==> src/probe_pkg.sv <==
// Purpose: Shared constants for the dual probe position latch
// Assumes: Object indices are the register addresses on the object port
// Notes: Channel two fields sit eight bits above channel one fields
package probe_pkg;

   // ----------------------------------------
   // Object indices
   // ----------------------------------------
   localparam logic [15:0] IDX_ONE_SOURCE = 16'h44b0;
   localparam logic [15:0] IDX_TWO_SOURCE = 16'h44b1;
   localparam logic [15:0] IDX_CONTROL = 16'h60b8;
   localparam logic [15:0] IDX_STATUS = 16'h60b9;
   localparam logic [15:0] IDX_ONE_RISE = 16'h60ba;
   localparam logic [15:0] IDX_ONE_FALL = 16'h60bb;
   localparam logic [15:0] IDX_TWO_RISE = 16'h60bc;
   localparam logic [15:0] IDX_TWO_FALL = 16'h60bd;

   // ----------------------------------------
   // Field positions within a channel byte
   // ----------------------------------------
   localparam int CH_STRIDE = 8;
   localparam int BIT_ARM = 0;
   localparam int BIT_MODE = 1;
   localparam int BIT_TRIG_SEL = 2;
   localparam int BIT_RISE_EN = 4;
   localparam int BIT_FALL_EN = 5;
   localparam int BIT_ST_ENABLED = 0;
   localparam int BIT_ST_RISE = 1;
   localparam int BIT_ST_FALL = 2;

   // Writable control bits; reserved bits 3, 6, 7, 11, 14, 15 are zero
   localparam logic [15:0] CONTROL_MASK = 16'h3737;

   // ----------------------------------------
   // Reset values
   // ----------------------------------------
   localparam logic [15:0] CONTROL_RESET = 16'h0000;
   localparam logic SOURCE_RESET = 1'h0;
   localparam logic [31:0] CAPTURE_RESET = 32'h0000_0000;

endpackage : probe_pkg

==> src/probe_sync.sv <==
// Purpose: Two-stage synchroniser for an asynchronous level
// Assumes: Input comes from a pin outside the sys_clk domain
// Notes: Only the second stage is read outside this module
`timescale 1ns/1ps
module probe_sync (
   // Clock and reset
   input wire logic sys_clk,
   input wire logic sys_rst,
   // Level
   input wire logic async_in,
   output logic sync_out
);
   typedef struct packed {
      logic first;
      logic second;
   } sync_state_t;

   sync_state_t st_r;
   sync_state_t st_nxt;

   always_comb begin
      st_nxt.first = async_in;
      st_nxt.second = st_r.first;
   end

   always_ff @(posedge sys_clk) begin
      if (sys_rst) begin
         st_r <= '0;
      end else begin
         st_r <= st_nxt;
      end
   end

   assign sync_out = st_r.second;
endmodule : probe_sync

==> src/probe_channel.sv <==
// Purpose: One capture channel: arm, edge detect, latch rising and falling
// Assumes: Trigger inputs already synchronised to sys_clk
// Notes: Control byte configuration is frozen at the arming edge; the source bit is used live
`timescale 1ns/1ps
module probe_channel #(
   parameter int POS_W = 32
) (
   // Clock and reset
   input wire logic sys_clk,
   input wire logic sys_rst,
   // Settings from the control word and the source object
   input wire logic [7:0] ctrl_byte,
   input wire logic pos_source,
   // Triggers and positions
   input wire logic latch_in,
   input wire logic zero_phase,
   input wire logic [POS_W-1:0] feedback_pos,
   input wire logic [POS_W-1:0] command_pos,
   // Results
   output logic [2:0] status_bits,
   output logic [POS_W-1:0] rise_capture,
   output logic [POS_W-1:0] fall_capture
);
   // Elaboration-time check of the position width
   if (POS_W < 1) begin : g_bad_width
      $error("POS_W must be positive");
   end

   typedef struct packed {
      logic armed;
      logic mode;
      logic trig_sel;
      logic rise_en;
      logic fall_en;
      logic trig_prev;
      logic rise_flag;
      logic fall_flag;
      logic [POS_W-1:0] rise_pos;
      logic [POS_W-1:0] fall_pos;
   } chan_state_t;

   chan_state_t st_r;
   chan_state_t st_nxt;

   logic trig;
   logic [POS_W-1:0] pos;
   logic arm_req;

   always_comb begin
      st_nxt = st_r;
      arm_req = ctrl_byte[probe_pkg::BIT_ARM];
      // Applied selection chooses the trigger
      trig = st_r.trig_sel ? zero_phase : latch_in;
      // Zero-phase trigger always takes feedback
      pos = (!st_r.trig_sel && pos_source) ? command_pos : feedback_pos;
      st_nxt.trig_prev = trig;
      if (arm_req && !st_r.armed) begin
         // Snapshot configuration at the arming edge
         st_nxt.armed = 1'b1;
         st_nxt.mode = ctrl_byte[probe_pkg::BIT_MODE];
         st_nxt.trig_sel = ctrl_byte[probe_pkg::BIT_TRIG_SEL];
         st_nxt.rise_en = ctrl_byte[probe_pkg::BIT_RISE_EN];
         st_nxt.fall_en = ctrl_byte[probe_pkg::BIT_FALL_EN];
         st_nxt.trig_prev = ctrl_byte[probe_pkg::BIT_TRIG_SEL] ? zero_phase : latch_in;
      end else if (!arm_req) begin
         st_nxt.armed = 1'b0;
         st_nxt.rise_flag = 1'b0;
         st_nxt.fall_flag = 1'b0;
      end else begin
         // Armed: control writes ignored, edges follow snapshot, source bit used live
         if (st_r.rise_en && trig && !st_r.trig_prev
             && (st_r.mode || !st_r.rise_flag)) begin
            st_nxt.rise_pos = pos;
            st_nxt.rise_flag = 1'b1;
         end
         if (st_r.fall_en && !trig && st_r.trig_prev
             && (st_r.mode || !st_r.fall_flag)) begin
            st_nxt.fall_pos = pos;
            st_nxt.fall_flag = 1'b1;
         end
      end
   end

   always_ff @(posedge sys_clk) begin
      if (sys_rst) begin
         st_r <= '0;
      end else begin
         st_r <= st_nxt;
      end
   end

   assign status_bits = {st_r.fall_flag, st_r.rise_flag, st_r.armed};
   assign rise_capture = st_r.rise_pos;
   assign fall_capture = st_r.fall_pos;
endmodule : probe_channel

==> src/dual_probe_position_latch.sv <==
// Purpose: Two-channel position latch reached through the object port
// Assumes: Host writes and reads objects by index, one object per cycle
// Notes: Read data is registered one cycle after the read strobe
//
// Overview of operation
// - Two channels record position on trigger
// - Source bit: 0 feedback, 1 command
// - Channel one low byte, two high byte
// - Arming on 0 to 1 applies configuration
// - Control writes ignored while channel armed; source writes act at once
// - Mode 0 latches first trigger only
// - Mode 1 overwrites on every trigger
// - Channel one trigger: input one or zero-phase
// - Channel two trigger: input two or zero-phase
// - Rising edge enable stores positive capture
// - Falling edge enable stores negative capture
// - Four read-only signed 32-bit captures
// - Status word reports enabled and latch flags
// - Zero-phase trigger always captures feedback position
`timescale 1ns/1ps
module dual_probe_position_latch #(
   parameter int POS_W = 32
) (
   // Clock and reset
   input wire logic sys_clk,
   input wire logic sys_rst,
   // Object port
   input wire logic obj_wr,
   input wire logic obj_rd,
   input wire logic [15:0] obj_index,
   input wire logic [31:0] obj_wdata,
   output logic [31:0] obj_rdata,
   output logic obj_rvalid,
   output logic obj_err,
   // Pins
   input wire logic external_latch_in_one,
   input wire logic external_latch_in_two,
   // Internal signals of the driver
   input wire logic zero_phase_signal,
   input wire logic [POS_W-1:0] feedback_pos,
   input wire logic [POS_W-1:0] command_pos
);
   // Elaboration-time check: capture objects are fixed at 32 bits
   if (POS_W != 32) begin : g_bad_width
      $error("Capture objects are 32 bits wide");
   end

   typedef struct packed {
      logic [15:0] control;
      logic [1:0] source;
      logic [31:0] rdata;
      logic rvalid;
      logic err;
   } top_state_t;

   top_state_t st_r;
   top_state_t st_nxt;

   // ----------------------------------------
   // Input synchronisers
   // ----------------------------------------
   logic [1:0] latch_pins;
   logic [1:0] latch_sync;
   assign latch_pins = {external_latch_in_two, external_latch_in_one};

   genvar gi;
   generate
      for (gi = 0; gi < 2; gi++) begin : g_sync
         probe_sync u_sync (
            .sys_clk(sys_clk),
            .sys_rst(sys_rst),
            .async_in(latch_pins[gi]),
            .sync_out(latch_sync[gi])
         );
      end
   endgenerate

   // ----------------------------------------
   // Capture channels
   // ----------------------------------------
   logic [2:0] ch_status [2];
   logic [POS_W-1:0] ch_rise [2];
   logic [POS_W-1:0] ch_fall [2];

   generate
      for (gi = 0; gi < 2; gi++) begin : g_chan
         probe_channel #(.POS_W(POS_W)) u_chan (
            .sys_clk(sys_clk),
            .sys_rst(sys_rst),
            .ctrl_byte(st_r.control[gi*probe_pkg::CH_STRIDE +: 8]),
            .pos_source(st_r.source[gi]),
            .latch_in(latch_sync[gi]),
            .zero_phase(zero_phase_signal),
            .feedback_pos(feedback_pos),
            .command_pos(command_pos),
            .status_bits(ch_status[gi]),
            .rise_capture(ch_rise[gi]),
            .fall_capture(ch_fall[gi])
         );
      end
   endgenerate

   // ----------------------------------------
   // Object access
   // ----------------------------------------
   logic [15:0] status_word;
   assign status_word = {5'h00, ch_status[1], 5'h00, ch_status[0]};

   always_comb begin
      st_nxt = st_r;
      st_nxt.rvalid = obj_rd;
      st_nxt.err = 1'b0;
      if (obj_wr) begin
         unique case (obj_index)
            probe_pkg::IDX_CONTROL: begin
               st_nxt.control = obj_wdata[15:0] & probe_pkg::CONTROL_MASK;
            end
            probe_pkg::IDX_ONE_SOURCE: begin
               st_nxt.source[0] = obj_wdata[0];
            end
            probe_pkg::IDX_TWO_SOURCE: begin
               st_nxt.source[1] = obj_wdata[0];
            end
            default: begin
               st_nxt.err = 1'b1;
            end
         endcase
      end
      if (obj_rd) begin
         st_nxt.rdata = 32'h0000_0000;
         unique case (obj_index)
            probe_pkg::IDX_CONTROL: st_nxt.rdata = {16'h0000, st_r.control};
            probe_pkg::IDX_ONE_SOURCE: st_nxt.rdata = {31'h0, st_r.source[0]};
            probe_pkg::IDX_TWO_SOURCE: st_nxt.rdata = {31'h0, st_r.source[1]};
            probe_pkg::IDX_STATUS: st_nxt.rdata = {16'h0000, status_word};
            probe_pkg::IDX_ONE_RISE: st_nxt.rdata = ch_rise[0];
            probe_pkg::IDX_ONE_FALL: st_nxt.rdata = ch_fall[0];
            probe_pkg::IDX_TWO_RISE: st_nxt.rdata = ch_rise[1];
            probe_pkg::IDX_TWO_FALL: st_nxt.rdata = ch_fall[1];
            default: st_nxt.err = 1'b1;
         endcase
      end
   end

   always_ff @(posedge sys_clk) begin
      if (sys_rst) begin
         st_r.control <= probe_pkg::CONTROL_RESET;
         st_r.source <= {2{probe_pkg::SOURCE_RESET}};
         st_r.rdata <= probe_pkg::CAPTURE_RESET;
         st_r.rvalid <= 1'b0;
         st_r.err <= 1'b0;
      end else begin
         st_r <= st_nxt;
      end
   end

   assign obj_rdata = st_r.rdata;
   assign obj_rvalid = st_r.rvalid;
   assign obj_err = st_r.err;
endmodule : dual_probe_position_latch

==> config.mk <==
export PLATFORM = sky130hd
export DESIGN_NAME = dual_probe_position_latch
export DESIGN_NICKNAME = d
export VERILOG_FILES = /design/src/probe_pkg.sv /design/src/probe_sync.sv /design/src/probe_channel.sv /design/src/dual_probe_position_latch.sv
export SDC_FILE = /design/constraint.sdc
export NUM_CORES = 1
export LEC_CHECK = 0
export BUFFER_PORTS_ARGS = -buffer_cell sky130_fd_sc_hd__buf_2
export CAP_MARGIN = 20
export CORE_MARGIN = 2
export CORE_UTILIZATION = 58
export CTS_BUF_LIST = sky130_fd_sc_hd__clkbuf_16
export CTS_CLUSTER_SIZE = 8
export DETAILED_ROUTE_END_ITERATION = 12
export GPL_ROUTABILITY_DRIVEN = 0
export PLACE_DENSITY = 0.79
export SETUP_SLACK_MARGIN = 0.4
export SYNTH_ARGS = -nofsm -noshare
export SYNTH_HDL_FRONTEND = slang
export SYNTH_HIERARCHICAL = 1
export SYNTH_SLANG_ARGS = --single-unit
export TNS_END_PERCENT = 30
==> constraint.sdc <==
create_clock -name sys_clk -period 2.15 [get_ports sys_clk]
set_input_delay 0 -clock sys_clk [delete_from_list [all_inputs] [get_ports sys_clk]]
set_output_delay 0 -clock sys_clk [all_outputs]
set_load 0.01 [all_outputs]
==> metrics.cfg <==
[setup_path]
r2r-end = g_chan[1].u_chan/rise_capture[17]
cp_data_required_time_ns = 2.52
crit_path_top_delay_cell = dfxtp_1
ff2ff_setup_slack_ns = 0.47
r2r_cells = 6
crit_path_end_kind = flip-flop
start_kind = flip-flop
path_cells = buf_4 -> nand2b_1 -> buf_12 -> nand2_1 -> a21oi_1 -> a21o_1
r2r_start = g_chan[1].u_chan/st_r[69]
cpPeakStageDelay_ns = 0.35
worst_ep_arrival_time_ns = 2.05
path_max_fanout = 27
worstSetupPathType = reg -> reg

[placed_design]
pre_cts_slack_ns = 0.06379
dp.final_hpwl_um = 14910
port-buffer-count = 130

[power_and_ir_drop]
power_density_nw_per_um2 = 673.6
swShare_pct = 20.92
p_int_w = 0.005918
p_switching_w = 0.001566
seq_power_share_pct = 48.1
p_clk_share_pct = 46.2
power_frac_comb_pct = 5.6
irDropWorstVdd_mv = 0.5681
power.leakage_nw = 5.568

[clock_network]
cts-root-buf = clkbuf_16
cts_max_path_buffers = 2
worstSkewPairLatency_ns = 0.43
cts_num_sinks = 194
clk_pin_slew_worst_paths_ns = 0.07
cts_tree = built
cts-buffers-inserted = 17
htree_levels = 4

[detailed_routing]
routed_wl_um = 23810
wl_per_cell_um = 17.11
avgViaCountPerCell = 5.738
drtIter0Drc = 560
ant_nets = 0
first_pass_iters = 5
drc_errors = 0
via_count = 7982

[grt]
grt_pass1_wl_um = 38000
grt_pass1_vias = 7445
groute.usage.overall_pct = 24.25
grt_max_degree = 119
antenna_found_initial = 0
overflow = 0

[synth]
synth_fp_nets = 1322
yosysWarnings = 6
syn_area_per_cell_sq_um = 8.788
syn_inst = 1203
netlist_area_sq_um = 10570

[run_status]
status = complete, no violations

[timing]
max_slew_margin_pct = 60.59
rsz0062_at_grt = yes
fin_crit_sh_pct = 78.33
setup_slack_ns = 0.4659
skew_ns = 0.008777
worst_pin_slew_ns = 0.5889
setup_violations = 0
finalWorstPathRequiredPeriod_ns = 1.684
maxSlewViolCount = 0
finalSetupTns_ns = 0
hold_viol_final = 0
max_freq_mhz = 593.8

[floorplan]
rows = 49
io_pins = 153
die_y_um = 139.0
fp.dieW_um = 139.0
core_area_sq_um = 17900
initial_core_util_pct = 59.05
dieArea_sq_um = 19320

[flow_run]
cap_violations = 0

[layout]
antenna_cells = 0
drive_gt1_share_pct = 23.75
nFillCells = 1480
areaGrowthSynthToFinish_pct = 5.089
nets = 1268

[min_path]
min-delay-start = command_pos[0]
min_path_type = in -> reg
hold_path_end = g_chan[1].u_chan/rise_capture[0]
holdPathStages = 4

[worst max path at each step]
stage	from	end	slack, ns	cells past startpoint
after CTS	g_chan[0].u_chan/st_r[69]	g_chan[0].u_chan/rise_capture[15]	0.40	5
after global placement	obj_index[9]	obj_rdata[19]	0.11	6
after floorplan	obj_index[9]	obj_rdata[18]	0.42	7
after global routing	g_chan[1].u_chan/st_r[69]	g_chan[1].u_chan/fall_capture[17]	0.38	6
after detailed placement	obj_index[9]	obj_rdata[14]	0.06	6
final	g_chan[1].u_chan/st_r[69]	g_chan[1].u_chan/rise_capture[17]	0.47	6
[power groups by stage]
stage                     Combinational, W  Sequential [W]  Clock (W)
after global placement            0.000384         0.00368          0
after detailed placement          0.000387         0.00368          0
after CTS                         0.000413         0.00360    0.00350
after global routing              0.000457         0.00360    0.00367
after floorplan                   0.000206         0.00368          0
final                             0.000421         0.00360    0.00346
[area by class of cell]
type                    instances  area, sq um  share of cell area, %
flip-flops and latches        194         3884                  34.96
multi-input cells             748         5016                  45.15
well taps                     229        286.5                  2.579
repair buffers                186         1269                  11.42
clock inverters                15        221.5                  1.993
clock buffers                  17        425.4                  3.829
inverters                       2        7.507                0.06758
[state kept, by name (all words and copies together) (netlist names), 2 cells and up]
name,cells
g_chan.u_chan/fall_capture,64
g_chan.u_chan/rise_capture,64
obj_rdata,32
st_r,12
g_chan.u_chan/st_r,10
g_chan.u_chan/status_bits,6
g_sync.u_sync/st_nxt,2
g_sync.u_sync/sync_out,2
[cells in the final DEF (no fill, tap or decap), drive strengths merged, types with 2 or more instances in the layout]
master / count
dfxtp: 194
a222oi: 2
or4: 2
a21o: 129
nor2b: 13
o21ai: 40
a31oi: 3
nor3b: 133
a22oi: 28
clkinv: 6
nand4: 3
bufinv: 6
nor4: 6
nand3: 6
nor3: 6
mux2i: 31
clkbuf: 17
buf: 167
nand2: 164
dlygate4sd3: 19
mux2: 52
a221oi: 2
nand4b: 4
or3b: 2
mux4: 3
inv: 4
a21oi: 69
nor2: 37
nand2b: 5
[through the flow]
step	hold slack [ns]	area, sq um	power [W]	utilization [%]	cells
after floorplan	0.07161	10570	0.003890	-	1203
after global placement	0.2246	10160	0.004067	56.78	1331
after detailed placement	0.2232	10160	0.004070	56.78	1331
after CTS	0.0006530	11000	0.007511	61.46	1382
after global routing	0.01485	11110	0.007727	62.06	1391
final	0.01307	11110	0.007484	62.06	1391
[per-layer routing]
layer	wire length (um)	part of all wire (%)	up-vias	global-route usage (%)
li1	-	-	3887	-
met1	10770	45	3811	32.50
met2	11130	47	251	39.85
met3	1427	6.0	33	4.454
met4	473	2.0	0	7.709
met5	0	0	-	0
[worst max-delay path: cells and delay by family (launching register included)]
kind,cells,cell delay [ns]
compound gates,2,0.46
flops,1,0.35
simple gates,2,0.40
buf+inv,2,0.39
[timing repair]
| action | 4_1_cts | 5_1_grt |
|---|---|---|
| setup buffers | 0 | 8 |
| setup endpoints to repair | 0 | 43 |
| hold buffers | 19 | 0 |
| gates resized for setup | 0 | 5 |
| hold endpoints to repair | 24 | 0 |
No activity file was read; power rests on OpenSTA's default activity.
